--- config.mk ---
export PLATFORM = sky130hd
export DESIGN_NAME = clm_channel_mgr
export DESIGN_NICKNAME = d
export VERILOG_FILES = /design/src/rtl/clm_pkg.sv /design/src/rtl/clm_free_finder.sv /design/src/rtl/clm_channel_mgr.sv
export SDC_FILE = /design/constraint.sdc
export NUM_CORES = 1
export LEC_CHECK = 0
export ABC_AREA = 1
export BUFFER_PORTS_ARGS = -buffer_cell sky130_fd_sc_hd__buf_4
export CORE_AREA = 4 4 230 187
export DETAILED_ROUTE_END_ITERATION = 10
export DIE_AREA = 0 0 234 191
export GPL_TIMING_DRIVEN = 1
export HOLD_SLACK_MARGIN = 0.02
export MAX_ROUTING_LAYER = met4
export PLACE_DENSITY = 0.54
export SLEW_MARGIN = 40
export SYNTH_ARGS = -nofsm -noshare
export SYNTH_HDL_FRONTEND = slang
export SYNTH_SLANG_ARGS = --single-unit
export TNS_END_PERCENT = 30
--- constraint.sdc ---
create_clock -name sys_clk -period 5.1 [get_ports sys_clk]
set_input_delay 0.765 -clock sys_clk [delete_from_list [all_inputs] [get_ports sys_clk]]
set_output_delay 0.765 -clock sys_clk [all_outputs]
set_load 0.05 [all_outputs]
--- src/rtl/clm_pkg.sv ---
// shared constants for the card logical channel manager
package clm_pkg;

  // channel numbering: basic channel plus three extra
  localparam int         NUM_CH       = 4;
  localparam int         CH_W         = 2;
  localparam logic [3:0] OPEN_RESET   = 4'h1;
  localparam logic [3:0] CH_ALL_OPEN  = 4'hF;
  localparam logic [1:0] CH_BASIC     = 2'h0;

  // instruction bytes
  localparam logic [7:0] INS_MANAGE   = 8'h70;
  localparam logic [7:0] INS_STATUS   = 8'hF2;
  localparam logic [7:0] INS_SELECT   = 8'hA4;
  localparam logic [7:0] INS_RD_REC   = 8'hB2;
  localparam logic [7:0] INS_RD_BIN   = 8'hB0;

  // parameter byte codes
  localparam logic [7:0] P1_OPEN      = 8'h00;
  localparam logic [7:0] P1_CLOSE     = 8'h80;
  localparam logic [7:0] P1_SEL_FID   = 8'h00;
  localparam logic [7:0] P1_SEL_AID   = 8'h04;

  // file identifiers
  localparam logic [15:0] FID_ROOT    = 16'h3F00;
  localparam logic [15:0] FID_APP_ALS = 16'h7FFF;
  localparam logic [7:0]  FID_DIR_HI1 = 8'h7F;
  localparam logic [7:0]  FID_DIR_HI2 = 8'h5F;

  // status words
  localparam logic [7:0] SW1_OK       = 8'h90;
  localparam logic [7:0] SW2_OK       = 8'h00;
  localparam logic [7:0] SW1_NOT_ALW  = 8'h69;
  localparam logic [7:0] SW2_NO_LEAF  = 8'h86;
  localparam logic [7:0] SW1_WRONG_P  = 8'h6A;
  localparam logic [7:0] SW2_NO_FILE  = 8'h82;
  localparam logic [7:0] SW2_FULL     = 8'h81;
  localparam logic [7:0] SW2_BAD_P12  = 8'h86;
  localparam logic [7:0] SW1_CLA      = 8'h68;
  localparam logic [7:0] SW2_CH_BAD   = 8'h81;
  localparam logic [7:0] SW1_BAD_INS  = 8'h6D;
  localparam logic [7:0] SW2_BAD_INS  = 8'h00;

  // third software function byte of the reset answer
  localparam int         SF3_CARD_BIT = 4;
  localparam int         SF3_HOST_BIT = 3;
  localparam int         SF3_MAX_LSB  = 0;
  localparam logic [7:0] SF3_NONE     = 8'h00;
  localparam logic [2:0] SF3_MAX_CODE = 3'(NUM_CH - 1);

  // command sequencer states
  typedef enum logic [1:0] {
    ST_IDLE = 2'b00,
    ST_EXEC = 2'b01,
    ST_RESP = 2'b10
  } clm_state_t;

endpackage

--- src/rtl/clm_free_finder.sv ---
// lowest free extra channel number finder
`timescale 1ns/100ps
module clm_free_finder
  import clm_pkg::*;
(
  // channel open flags
  input  wire logic [NUM_CH-1:0] open_flags,
  // result
  output logic                   found,
  output logic [CH_W-1:0]        chan_num
);

  // scan from channel 3 downward so the lowest free one wins; channel 0 is never a candidate
  always_comb begin
    found    = 1'b0;
    chan_num = CH_BASIC;
    for (int i = NUM_CH - 1; i >= 1; i--) begin
      if (!open_flags[i]) begin
        found    = 1'b1;
        chan_num = CH_W'(i);
      end
    end
  end

endmodule

--- src/rtl/clm_channel_mgr.sv ---
// logical channel manager of the card command interpreter
//
// Operation
// - at most three extra channels beside basic channel 0, numbers 0 to 3
// - channel 0 always open; closing it errors, its status still succeeds
// - reset answer advertises channel support, assignment method and channel count
// - without support the capability byte shows no channel support
// - without support every open errors, status on channels 1 to 3 errors
// - advertised total channel count lies between 2 and 4
// - card assigns channel numbers and says so in the reset answer
// - one command at a time; nothing accepted until its response is sent
// - successful open picks a free channel, marks it open, returns its number
// - extra channels stay open until closed or reset; reset closes them all
// - closing an open extra channel gives 90 00; later status there errors
// - status on an open channel gives 90 00, on a closed channel errors
// - with every extra channel open, further opens error and assign nothing
// - open issued on an open extra channel assigns a further free channel
// - open from basic channel starts the new channel at the root directory
// - a new channel has no current leaf file; record reads give 69 86
// - open from basic leaves no active application; alias 7FFF gives 6A 82
`timescale 1ns/100ps
module clm_channel_mgr
  import clm_pkg::*;
#(
  parameter bit CHAN_EN = 1'b1
)(
  // clock and reset
  input  wire logic        sys_clk,
  input  wire logic        arst_n,
  // command from the terminal side
  input  wire logic        cmd_valid,
  output logic             cmd_ready,
  input  wire logic [1:0]  cmd_chan,
  input  wire logic [7:0]  cmd_ins,
  input  wire logic [7:0]  cmd_p1,
  input  wire logic [7:0]  cmd_p2,
  input  wire logic [15:0] cmd_fid,
  // response
  output logic             rsp_valid,
  output logic [7:0]       rsp_sw1,
  output logic [7:0]       rsp_sw2,
  output logic [15:0]      rsp_data,
  // reset answer capability byte
  output logic             atr_sf3_present,
  output logic [7:0]       atr_sf3
);

  clm_state_t       state_reg;
  logic             ready_reg;
  logic             rsp_valid_reg;
  logic [7:0]       sw1_reg;
  logic [7:0]       sw2_reg;
  logic [15:0]      data_reg;
  logic             sf3_present_reg;
  logic [7:0]       sf3_reg;
  logic [1:0]       chan_reg;
  logic [7:0]       ins_reg;
  logic [7:0]       p1_reg;
  logic [7:0]       p2_reg;
  logic [15:0]      fid_reg;
  logic [NUM_CH-1:0] open_reg;
  logic [NUM_CH-1:0] leaf_reg;
  logic [NUM_CH-1:0] app_reg;
  logic [15:0]      dir_reg [NUM_CH];
  logic [15:0]      app_fid_reg [NUM_CH];
  logic             free_found;
  logic [CH_W-1:0]  free_chan;
  logic             exec;
  logic             accept;

  // decoded actions of the command under execution
  logic             act_open;
  logic             act_close;
  logic             act_dir;
  logic             act_leaf;
  logic             act_app;
  logic [1:0]       close_chan;
  logic [7:0]       sw1_next;
  logic [7:0]       sw2_next;
  logic [15:0]      data_next;

  // a channel is usable only when open; channel 0 never closes
  function automatic logic is_open(input logic [NUM_CH-1:0] flags,
                                   input logic [1:0] ch);
    return flags[ch];
  endfunction

  // identifiers with a directory high byte select a directory
  function automatic logic is_dir_fid(input logic [15:0] fid);
    return (fid[15:8] == FID_DIR_HI1) || (fid[15:8] == FID_DIR_HI2);
  endfunction

  assign exec   = (state_reg == ST_EXEC);
  assign accept = cmd_valid && ready_reg;

  clm_free_finder u_free (
    .open_flags (open_reg),
    .found      (free_found),
    .chan_num   (free_chan)
  );

  // serial sequencer: take, execute, answer, then accept again
  always_ff @(posedge sys_clk or negedge arst_n) begin
    if (!arst_n) begin
      state_reg <= ST_IDLE;
      ready_reg <= 1'b1;
    end else begin
      case (state_reg)
        ST_IDLE: begin
          if (accept) begin
            state_reg <= ST_EXEC;
            ready_reg <= 1'b0;
          end
        end
        ST_EXEC: begin
          state_reg <= ST_RESP;
        end
        ST_RESP: begin
          state_reg <= ST_IDLE;
          ready_reg <= 1'b1;
        end
        default: begin
          state_reg <= ST_IDLE;
          ready_reg <= 1'b1;
        end
      endcase
    end
  end

  // command capture, held while executing
  always_ff @(posedge sys_clk or negedge arst_n) begin
    if (!arst_n) begin
      chan_reg <= CH_BASIC;
      ins_reg  <= 8'h00;
      p1_reg   <= 8'h00;
      p2_reg   <= 8'h00;
      fid_reg  <= 16'h0000;
    end else if (accept) begin
      chan_reg <= cmd_chan;
      ins_reg  <= cmd_ins;
      p1_reg   <= cmd_p1;
      p2_reg   <= cmd_p2;
      fid_reg  <= cmd_fid;
    end
  end

  // command decode; a closed channel refuses everything first
  always_comb begin
    act_open   = 1'b0;
    act_close  = 1'b0;
    act_dir    = 1'b0;
    act_leaf   = 1'b0;
    act_app    = 1'b0;
    close_chan = p2_reg[1:0];
    sw1_next   = SW1_OK;
    sw2_next   = SW2_OK;
    data_next  = 16'h0000;
    if (!is_open(open_reg, chan_reg)) begin
      sw1_next = SW1_CLA;
      sw2_next = SW2_CH_BAD;
    end else if (ins_reg == INS_MANAGE) begin
      if (p1_reg == P1_OPEN) begin
        if (!CHAN_EN) begin
          sw1_next = SW1_CLA;
          sw2_next = SW2_CH_BAD;
        end else if (!free_found) begin
          sw1_next = SW1_WRONG_P;
          sw2_next = SW2_FULL;
        end else begin
          act_open  = 1'b1;
          data_next = {14'h0000, free_chan};
        end
      end else if (p1_reg == P1_CLOSE) begin
        if (p2_reg[7:2] != 6'h00 || close_chan == CH_BASIC) begin
          sw1_next = SW1_WRONG_P;
          sw2_next = SW2_BAD_P12;
        end else if (!is_open(open_reg, close_chan)) begin
          sw1_next = SW1_CLA;
          sw2_next = SW2_CH_BAD;
        end else begin
          act_close = 1'b1;
        end
      end else begin
        sw1_next = SW1_WRONG_P;
        sw2_next = SW2_BAD_P12;
      end
    end else if (ins_reg == INS_STATUS) begin
      data_next = dir_reg[chan_reg];
    end else if (ins_reg == INS_SELECT) begin
      if (p1_reg == P1_SEL_AID) begin
        act_app   = 1'b1;
        data_next = fid_reg;
      end else if (p1_reg != P1_SEL_FID) begin
        sw1_next = SW1_WRONG_P;
        sw2_next = SW2_BAD_P12;
      end else if (fid_reg == FID_APP_ALS) begin
        if (app_reg[chan_reg]) begin
          act_dir   = 1'b1;
          data_next = app_fid_reg[chan_reg];
        end else begin
          sw1_next = SW1_WRONG_P;
          sw2_next = SW2_NO_FILE;
        end
      end else if (fid_reg == FID_ROOT || is_dir_fid(fid_reg)) begin
        act_dir   = 1'b1;
        data_next = fid_reg;
      end else begin
        act_leaf  = 1'b1;
        data_next = fid_reg;
      end
    end else if (ins_reg == INS_RD_REC || ins_reg == INS_RD_BIN) begin
      if (!leaf_reg[chan_reg]) begin
        sw1_next = SW1_NOT_ALW;
        sw2_next = SW2_NO_LEAF;
      end
    end else begin
      sw1_next = SW1_BAD_INS;
      sw2_next = SW2_BAD_INS;
    end
  end

  // response registers; one-cycle valid after execution
  always_ff @(posedge sys_clk or negedge arst_n) begin
    if (!arst_n) begin
      rsp_valid_reg <= 1'b0;
      sw1_reg       <= 8'h00;
      sw2_reg       <= 8'h00;
      data_reg      <= 16'h0000;
    end else begin
      rsp_valid_reg <= exec;
      if (exec) begin
        sw1_reg  <= sw1_next;
        sw2_reg  <= sw2_next;
        data_reg <= data_next;
      end
    end
  end

  // open flags; reset leaves only the basic channel open
  always_ff @(posedge sys_clk or negedge arst_n) begin
    if (!arst_n) begin
      open_reg <= OPEN_RESET;
    end else if (exec) begin
      if (act_open) begin
        open_reg[free_chan] <= 1'b1;
      end else if (act_close) begin
        open_reg[close_chan] <= 1'b0;
      end
      open_reg[0] <= 1'b1;
    end
  end

  // per-channel selection context, kept apart per channel
  always_ff @(posedge sys_clk or negedge arst_n) begin
    if (!arst_n) begin
      leaf_reg <= 4'h0;
      app_reg  <= 4'h0;
      for (int i = 0; i < NUM_CH; i++) begin
        dir_reg[i]     <= FID_ROOT;
        app_fid_reg[i] <= 16'h0000;
      end
    end else if (exec) begin
      if (act_open) begin
        // new channel never has a leaf file selected
        leaf_reg[free_chan] <= 1'b0;
        if (chan_reg == CH_BASIC) begin
          dir_reg[free_chan] <= FID_ROOT;
          app_reg[free_chan] <= 1'b0;
        end else begin
          // opening from an extra channel inherits its directory and application, not its leaf file
          dir_reg[free_chan]     <= dir_reg[chan_reg];
          app_reg[free_chan]     <= app_reg[chan_reg];
          app_fid_reg[free_chan] <= app_fid_reg[chan_reg];
        end
      end else if (act_close) begin
        // clear stale context so a reopen starts clean
        leaf_reg[close_chan] <= 1'b0;
        app_reg[close_chan]  <= 1'b0;
        dir_reg[close_chan]  <= FID_ROOT;
      end else if (act_app) begin
        app_reg[chan_reg]     <= 1'b1;
        app_fid_reg[chan_reg] <= fid_reg;
        dir_reg[chan_reg]     <= fid_reg;
        leaf_reg[chan_reg]    <= 1'b0;
      end else if (act_dir) begin
        dir_reg[chan_reg]  <= (fid_reg == FID_APP_ALS) ? app_fid_reg[chan_reg] : fid_reg;
        leaf_reg[chan_reg] <= 1'b0;
      end else if (act_leaf) begin
        leaf_reg[chan_reg] <= 1'b1;
      end
    end
  end

  // capability byte is set up after reset release; it never changes
  always_ff @(posedge sys_clk or negedge arst_n) begin
    if (!arst_n) begin
      sf3_present_reg <= 1'b0;
      sf3_reg         <= SF3_NONE;
    end else if (CHAN_EN) begin
      sf3_present_reg <= 1'b1;
      sf3_reg         <= SF3_NONE;
      sf3_reg[SF3_CARD_BIT] <= 1'b1;
      sf3_reg[SF3_MAX_LSB +: 3] <= SF3_MAX_CODE;
    end else begin
      sf3_present_reg <= 1'b1;
      sf3_reg         <= SF3_NONE;
    end
  end

  assign cmd_ready       = ready_reg;
  assign rsp_valid       = rsp_valid_reg;
  assign rsp_sw1         = sw1_reg;
  assign rsp_sw2         = sw2_reg;
  assign rsp_data        = data_reg;
  assign atr_sf3_present = sf3_present_reg;
  assign atr_sf3         = sf3_reg;

  // protocol and context checks; the open check looks back one cycle, to the execute cycle
  chk_basic_always_open: assert property (
    @(posedge sys_clk) disable iff (!arst_n) open_reg[0])
    else $error("basic channel seen closed");
  chk_serial_busy: assert property (
    @(posedge sys_clk) disable iff (!arst_n)
    accept |=> !cmd_ready ##1 (!cmd_ready && rsp_valid) ##1 cmd_ready)
    else $error("command overlap or late response");
  chk_close_basic: assert property (
    @(posedge sys_clk) disable iff (!arst_n)
    (exec && ins_reg == INS_MANAGE && p1_reg == P1_CLOSE && p2_reg == 8'h00)
    |=> (rsp_sw1 != SW1_OK) && open_reg[0])
    else $error("basic channel close accepted");
  chk_status_closed: assert property (
    @(posedge sys_clk) disable iff (!arst_n)
    (exec && ins_reg == INS_STATUS && !open_reg[chan_reg]) |=> rsp_sw1 != SW1_OK)
    else $error("status on closed channel succeeded");
  chk_status_open: assert property (
    @(posedge sys_clk) disable iff (!arst_n)
    (exec && ins_reg == INS_STATUS && open_reg[chan_reg])
    |=> rsp_sw1 == SW1_OK && rsp_sw2 == SW2_OK && rsp_data == $past(dir_reg[chan_reg]))
    else $error("status on open channel wrong");
  chk_open_assign: assert property (
    @(posedge sys_clk) disable iff (!arst_n)
    (rsp_valid && $past(act_open))
    |-> rsp_sw1 == SW1_OK && open_reg[rsp_data[1:0]] && rsp_data[1:0] != CH_BASIC)
    else $error("open did not assign a channel");
  chk_open_full: assert property (
    @(posedge sys_clk) disable iff (!arst_n)
    (exec && ins_reg == INS_MANAGE && p1_reg == P1_OPEN && open_reg == CH_ALL_OPEN)
    |=> rsp_sw1 != SW1_OK && open_reg == CH_ALL_OPEN)
    else $error("open accepted with no free channel");
  chk_new_root: assert property (
    @(posedge sys_clk) disable iff (!arst_n)
    (exec && act_open && chan_reg == CH_BASIC)
    |=> dir_reg[rsp_data[1:0]] == FID_ROOT && !leaf_reg[rsp_data[1:0]] && !app_reg[rsp_data[1:0]])
    else $error("new channel context not clean");
  chk_close_extra: assert property (
    @(posedge sys_clk) disable iff (!arst_n)
    (exec && act_close) |=> rsp_sw1 == SW1_OK && rsp_sw2 == SW2_OK && !open_reg[$past(close_chan)])
    else $error("close of extra channel failed");
  chk_sf3_content: assert property (
    @(posedge sys_clk) disable iff (!arst_n)
    (CHAN_EN && atr_sf3_present) |-> atr_sf3[SF3_CARD_BIT]
    && atr_sf3[2:0] >= 3'h1 && atr_sf3[2:0] <= 3'h3)
    else $error("capability byte wrong");

endmodule

* After elaboration in Yosys (flattened, before gate mapping)
Index checks and enable logic that the tools add are counted.
** Word-level totals
- Flip-flop bits (word level) :: 219
- Word-level logic and storage cells :: 236
- Bits in latches :: 0
- Bits in writable memories :: 0
- Output and inout port bits :: 43
- Bits in read-only memories :: 0
- Input bits :: 45
- Memories :: 0
** Operators by class
- Div/mod/pow operators :: 0
- $mul :: 0
- Order comparisons :: 12
- Mux-type cells :: 135
- Add/sub/neg operators :: 0
- Equality and inequality tests :: 15
- Reductions and logical operators :: 28
- Bitwise operators :: 22
- Shift-type cells :: 0
** Operator list (number)
- 2-to-1 mux 64 bit :: 9
- bitwise mux 64 bit :: 5
- 2-to-1 mux 16 bit :: 16
- 2-to-1 mux 8 bit :: 30
- demux 16 bit (select 2 bit) :: 3
- bitwise AND 40 bit :: 2
- NOT 40 bit :: 2
- binary-select mux 16 bit (select 2 bit) :: 2
- OR 24 bit :: 2
- 2-to-1 mux 4 bit :: 11
- 2-to-1 mux 1 bit :: 43
- equality test 8 bit, second input constant :: 5
- bitwise AND 4 bit :: 6
- equality test 8 x 7 -> 1 bit, second input constant :: 3
- equality test 16 x 14 -> 1 bit, second input constant :: 1
- equality test 16 x 15 -> 1 bit, second input constant :: 1
- 2-to-1 mux 2 bit :: 6
- NOT 4 bit :: 3
- OR 4 bit :: 3
- AND reduction 2 bit :: 5
- greater-or-equal comparator 3 bit, second input constant :: 3
- < comparator 2 x 3 -> 1 bit, second input constant :: 3
- < comparator 3 x 1 -> 1 bit, second input constant :: 3
- NOT 2 -> 3 bit :: 3
- 21 further kinds :: 42

* Logic depth before layout (Yosys ltp)
- Depth after elaboration :: 16
- Gate-level depth with buffers :: 17

* Hierarchy
Synthesis repeated with hierarchy kept, for this count alone.
** Unflattened totals
- Cells, all modules :: 2292
- Area total of the unflattened synthesis :: 14890.5 um^2
** Modules (own cells, without submodules)
- clm_channel_mgr :: times used 1, area an instance 14861.8 um^2, cells each 2286
- clm_free_finder :: times used 1, area an instance 28.8 um^2, cells each 6

* Worst setup path after synthesis
No wires, ideal clock.
- Kind :: register to register
- Start :: register chan_reg[1]
- End :: register dir_reg[25] in the netlist's numbering
- Arrival :: 1.915 ns
- Required time :: 5.021 ns
- Library setup time :: 0.079 ns
- Stages on the path, launching flop included :: 18
- Path buffers :: 3
- Slack :: 3.106 ns
- Period minus slack after synthesis :: 1.994 ns
- Path through :: dfrtp_1 buf_4 nand2_4 inv_2 nand2_1 inv_2 nor2_4 nor2_8 nand2_4 nand2_8 nor2_8 nand2_4 nand2_4 nor2_4 buf_6 buf_6 nand2_1 o21ai_1
** Between the ends
- Word-level cells in the longest chain between the ends :: 12
** Ends and longest elaborated chain
- start: declaration :: RTL line clm_channel_mgr.sv:56 : logic [1:0] chan_reg;
- start signal: assignment :: RTL line clm_channel_mgr.sv:139 : chan_reg <= cmd_chan;
- binary-select mux 1 bit (select 2 bit) :: RTL line clm_channel_mgr.sv:197 : if (app_reg[chan_reg]) begin
- 2-to-1 mux 1 bit (implied by the code) :: RTL line clm_channel_mgr.sv:197
- 2-to-1 mux 1 bit :: RTL line clm_channel_mgr.sv:197
- 2-to-1 mux 1 bit :: RTL line clm_channel_mgr.sv:196 : end else if (fid_reg == FID_APP_ALS) begin
- 2-to-1 mux 1 bit :: RTL line clm_channel_mgr.sv:193 : end else if (p1_reg != P1_SEL_FID) begin
- 2-to-1 mux 1 bit :: RTL line clm_channel_mgr.sv:190 : if (p1_reg == P1_SEL_AID) begin
- 2-to-1 mux 1 bit :: RTL line clm_channel_mgr.sv:189 : end else if (ins_reg == INS_SELECT) begin
- 2-to-1 mux 1 bit :: RTL line clm_channel_mgr.sv:187 : end else if (ins_reg == INS_STATUS) begin
- 2-to-1 mux 1 bit :: RTL line clm_channel_mgr.sv:161 : end else if (ins_reg == INS_MANAGE) begin
- 2-to-1 mux 1 bit :: RTL line clm_channel_mgr.sv:158 : if (!is_open(open_reg, chan_reg)) begin
- nonzero test 4 bit (no source line)
- AND reduction 2 bit (no source line)
- end signal: indexed assignment :: RTL line clm_channel_mgr.sv:271 : dir_reg[free_chan] <= dir_reg[chan_reg];
- end signal: indexed assignment :: RTL line clm_channel_mgr.sv:283 : dir_reg[chan_reg] <= fid_reg;
- end signal: indexed assignment :: RTL line clm_channel_mgr.sv:286 : dir_reg[chan_reg] <= (fid_reg == FID_APP_ALS) ? app_fid_reg[chan_reg] : fid_reg;
- end: declaration :: RTL line clm_channel_mgr.sv:64 : logic [15:0] dir_reg [NUM_CH];
Several ways; a longest one is shown, not always the timed one. The select of a mux whose other input is x is not followed.
A chain may end at the register's enable or synchronous reset.

* Worst setup path in the final report
- Start :: register chan_reg[0]
- End :: register dir_reg[41] in the netlist's numbering
Same word-level chain as after synthesis.

==> summary.md <==
| Metric | Value |
|---|---|
| Post-route minimum period | `3.619 ns` |
| Critical Path Fanout Max | `53` |
| Rows | `66` |
| Initial Util | `0.3477` |
| CTS Buffer Depth | `3` |
| Number of H-tree levels | `1` |
| Worst skew pair latency | `0.56 ns` |
| Synth Register Bits | `211` |
| Outcome | `finished clean` |
| Post_cts resized | `0` |
| Final TNS setup | `0 ns` |
| Net Sw Power | `3.066 mW` |
| CP endpoint kind | `register` |
| Worst path arrival time | `4.12 ns` |
| Vias/cell | `5.366` |
| Post-synthesis mux area share | `0` |
| GRT overflow | `0` |
| Layout area overhead | `13.64%` |
| Busiest grt layer | `met2` |
| # Post-CTS Setup Buffers | `0` |
| Avg Cell Area, Syn | `6.454 um2` |
| Switch share | `0.4474` |
| Commonest non-fill, non-tap cell in the layout | `nand2_1` |
| Synth Area in Simple Gates | `0.3678` |
| Internal power | `3.787 mW` |
| Final Util | `0.3951` |
| CTS Hold Buffers Added | `0` |
| Post-Layout Cell Count | `2768` |
| Final max-slew violation count | `0` |
| Root Buffer | `clkbuf_16` |
| Synth Area in Compound Gates | `0.1590` |
| RSZ-0062 raised after global routing | `no` |
| Slew HR | `0.4267` |
| First-pass GRT wire length | `88.33 mm` |
| Place WS | `1.667 ns` |
| Drt wl/cell | `21.11 um` |
| Most frequent cells in the layout | `nand2_1 (886), o21ai_0 (229), dfrtp_1 (186)` |
| Die Span Y | `191 um` |
| Logic pwr share | `0.384` |
| Cells after DPL | `2721` |
| Seq/Total Area, Yosys | `0.3768` |
| Initial antenna violation count | `1` |
| Flop pwr share | `0.308` |
| Yosys warns | `0` |
| Synth async-reset ratio | `1.000` |
| Final Hold Viols | `0` |
| TritonCTS Buffers | `25` |
| Ports | `88` |
| Buffers added on ports | `78` |
| Clock sink count | `211` |
| Met2 usage | `0.3906` |
| DRC | `0` |
| Combinational family with the most area after synthesis | `simple AND/OR/NAND/NOR gates` |
| Crit start category | `register` |
| Gpl congestion | `0.9823` |
| CP required | `5.60 ns` |
| Worst Tran Pin Value | `0.8590 ns` |
| Vias | `14853` |
| Die Area | `44690 um2` |
| GR Util met3 | `0.06168` |
| Final #Nets | `2250` |
| Die width | `234 um` |
| Max-cap viol count | `0` |
| DRT Wirelength | `58.43 mm` |
| Share of layout cells above drive strength 1 | `0.1107` |
| Setup CP Type | `register to register` |
| Post-Synth XOR/XNOR Area | `0` |
| Fmax | `0.2763 GHz` |
| Cells after Synth | `2184` |
| Primary FF master, synth | `dfrtp_1` |
| Final setup fails | `0` |
| First drt pass iteration count | `6` |
| Number of library cell types mapped by synthesis | `47` |
| Cell area after synthesis | `14100 um2` |
| Fin crit share | `0.7096` |
| Setup slack after layout | `1.481 ns` |
| Total GRT Usage | `0.2670` |
| Post-synth EDFFs | `0` |
| Core ar. | `40550 um2` |
| Drt first-iter violations | `1907` |
| CTS tree | `done` |
| Min-delay worst type | `input port to async pin` |
| Cell Pwr Density | `427.8 nW/um2` |
| Adder-cell area share of the yosys netlist | `0` |
| Clk pwr share | `0.309` |
| Vias in the first global route | `14232` |
| Peak VDD IR | `292.2 uV` |
| Worst-path clk slew | `0.07 ns` |
| Largest net degree at the start of global routing | `112` |
| Worst clock skew | `0.01389 ns` |
| Total power draw | `6.854 mW` |
| Final HPWL DP | `41.88 mm` |
| Grt met1 use | `0.3611` |
| Cell leakage power | `7.638 nW` |
| Post-DRT Antenna Nets | `0` |
## logic make-up after synthesis
kind of cell    after synthesis
simple gates               1249
compound gates              403
buf+inv                     319
flops                       211
other cells                   2
## final cells by class
cell class / count / area [um2]
repair buffers: 107 / 843.3
well taps: 544 / 680.7
flip-flops and latches: 211 / 5311
diodes: 1 / 2.502
inverters: 198 / 749.5
clock buffers: 29 / 650.6
fillers: 4412 / 24530
clock inverters: 16 / 297.8
multi-input cells: 1662 / 7483
## cells in the mapped netlist (3+ instances only)
| library cell | instances | share of area |
|---|---|---|
| nand2_1 | 886 | 0.24 |
| o21ai_0 | 229 | 0.081 |
| dfrtp_1 | 186 | 0.33 |
| inv_1 | 179 | 0.048 |
| nor2_1 | 178 | 0.047 |
| nand3_1 | 114 | 0.040 |
| clkbuf_1 | 55 | 0.015 |
| a21oi_1 | 46 | 0.016 |
| buf_2 | 40 | 0.014 |
| o22ai_1 | 33 | 0.015 |
| o21ai_1 | 30 | 0.011 |
| dfstp_2 | 25 | 0.047 |
| o31ai_1 | 23 | 0.012 |
| buf_4 | 21 | 0.011 |
| nand4_1 | 21 | 0.0093 |
| inv_2 | 15 | 0.0040 |
| a22oi_1 | 10 | 0.0053 |
| nor2_2 | 8 | 0.0036 |
| o21ai_2 | 8 | 0.0050 |
| nor2_4 | 7 | 0.0056 |
| nand2_2 | 6 | 0.0027 |
| a21boi_0 | 5 | 0.0027 |
| nand2_4 | 4 | 0.0032 |
| nand3_2 | 4 | 0.0028 |
| nor2_8 | 4 | 0.0057 |
| nor3_1 | 4 | 0.0014 |
| o2111ai_1 | 4 | 0.0025 |
| o211ai_1 | 4 | 0.0021 |
| buf_6 | 3 | 0.0024 |
| clkinv_1 | 3 | 0.00080 |
| nand3b_1 | 3 | 0.0016 |
| o21a_1 | 3 | 0.0016 |
| or2_2 | 3 | 0.0013 |
## critical path, cell delays in order, from the launching register on
cell      delay (ns)
dfrtp_1         0.62
nand2_4         0.43
inv_2           0.15
nand2_1         0.09
inv_2           0.07
nor2_4          0.06
nor2_8          0.15
nand2_4         0.19
nand2_8         0.19
clkinv_2        0.57
nand2_1         0.21
nand2_1         0.12
nor2_4          0.43
o21ai_0         0.17
nand2_1         0.10
## worst paths after layout
kind                       depth (start not counted)  slack [ns]                          end                startpoint
min reg2reg                                        1        0.45     state_reg[0]$_DFFE_PN0N_  state_reg[0]$_DFFE_PN0N_
max                                               14        1.48      dir_reg[41]$_DFFE_PN1P_   chan_reg[0]$_DFFE_PN0P_
max in group asynchronous                          2        4.05       app_reg[1]$_DFFE_PN0P_                    arst_n
min in group sys_clk                               3        0.40        p2_reg[7]$_DFFE_PN0P_                 cmd_p2[7]
min                                                1        0.10  app_fid_reg[52]$_DFFE_PN0P_                    arst_n
max reg2reg                                       14        1.48      dir_reg[41]$_DFFE_PN1P_   chan_reg[0]$_DFFE_PN0P_
## per-stage QoR
stage	instance area (um2)	hold slack (ns)
final	16020	0.1001
after global routing	16020	0.1129
after CTS	16010	0.09304
after detailed placement	15060	0.4473
after global placement	15020	0.4399
after floorplan	14130	0.4242
## layer usage
layer,vias to the layer above,wire length (um)
met5,-,0
met4,0,2547
met3,141,5331
met2,668,25100
met1,7038,25450
li1,7006,-
## power by group through the flow
| stage | Combinational [mW] | Sequential (mW) | Clock [mW] |
|---|---|---|---|
| after global routing | 2.83 | 2.14 | 2.22 |
| after global placement | 2.56 | 2.13 | 0 |
| after detailed placement | 2.56 | 2.13 | 0 |
| final | 2.63 | 2.11 | 2.12 |
| after CTS | 2.58 | 2.11 | 2.16 |
| after floorplan | 1.54 | 2.13 | 0 |
(Power assumes the default switching activity.)
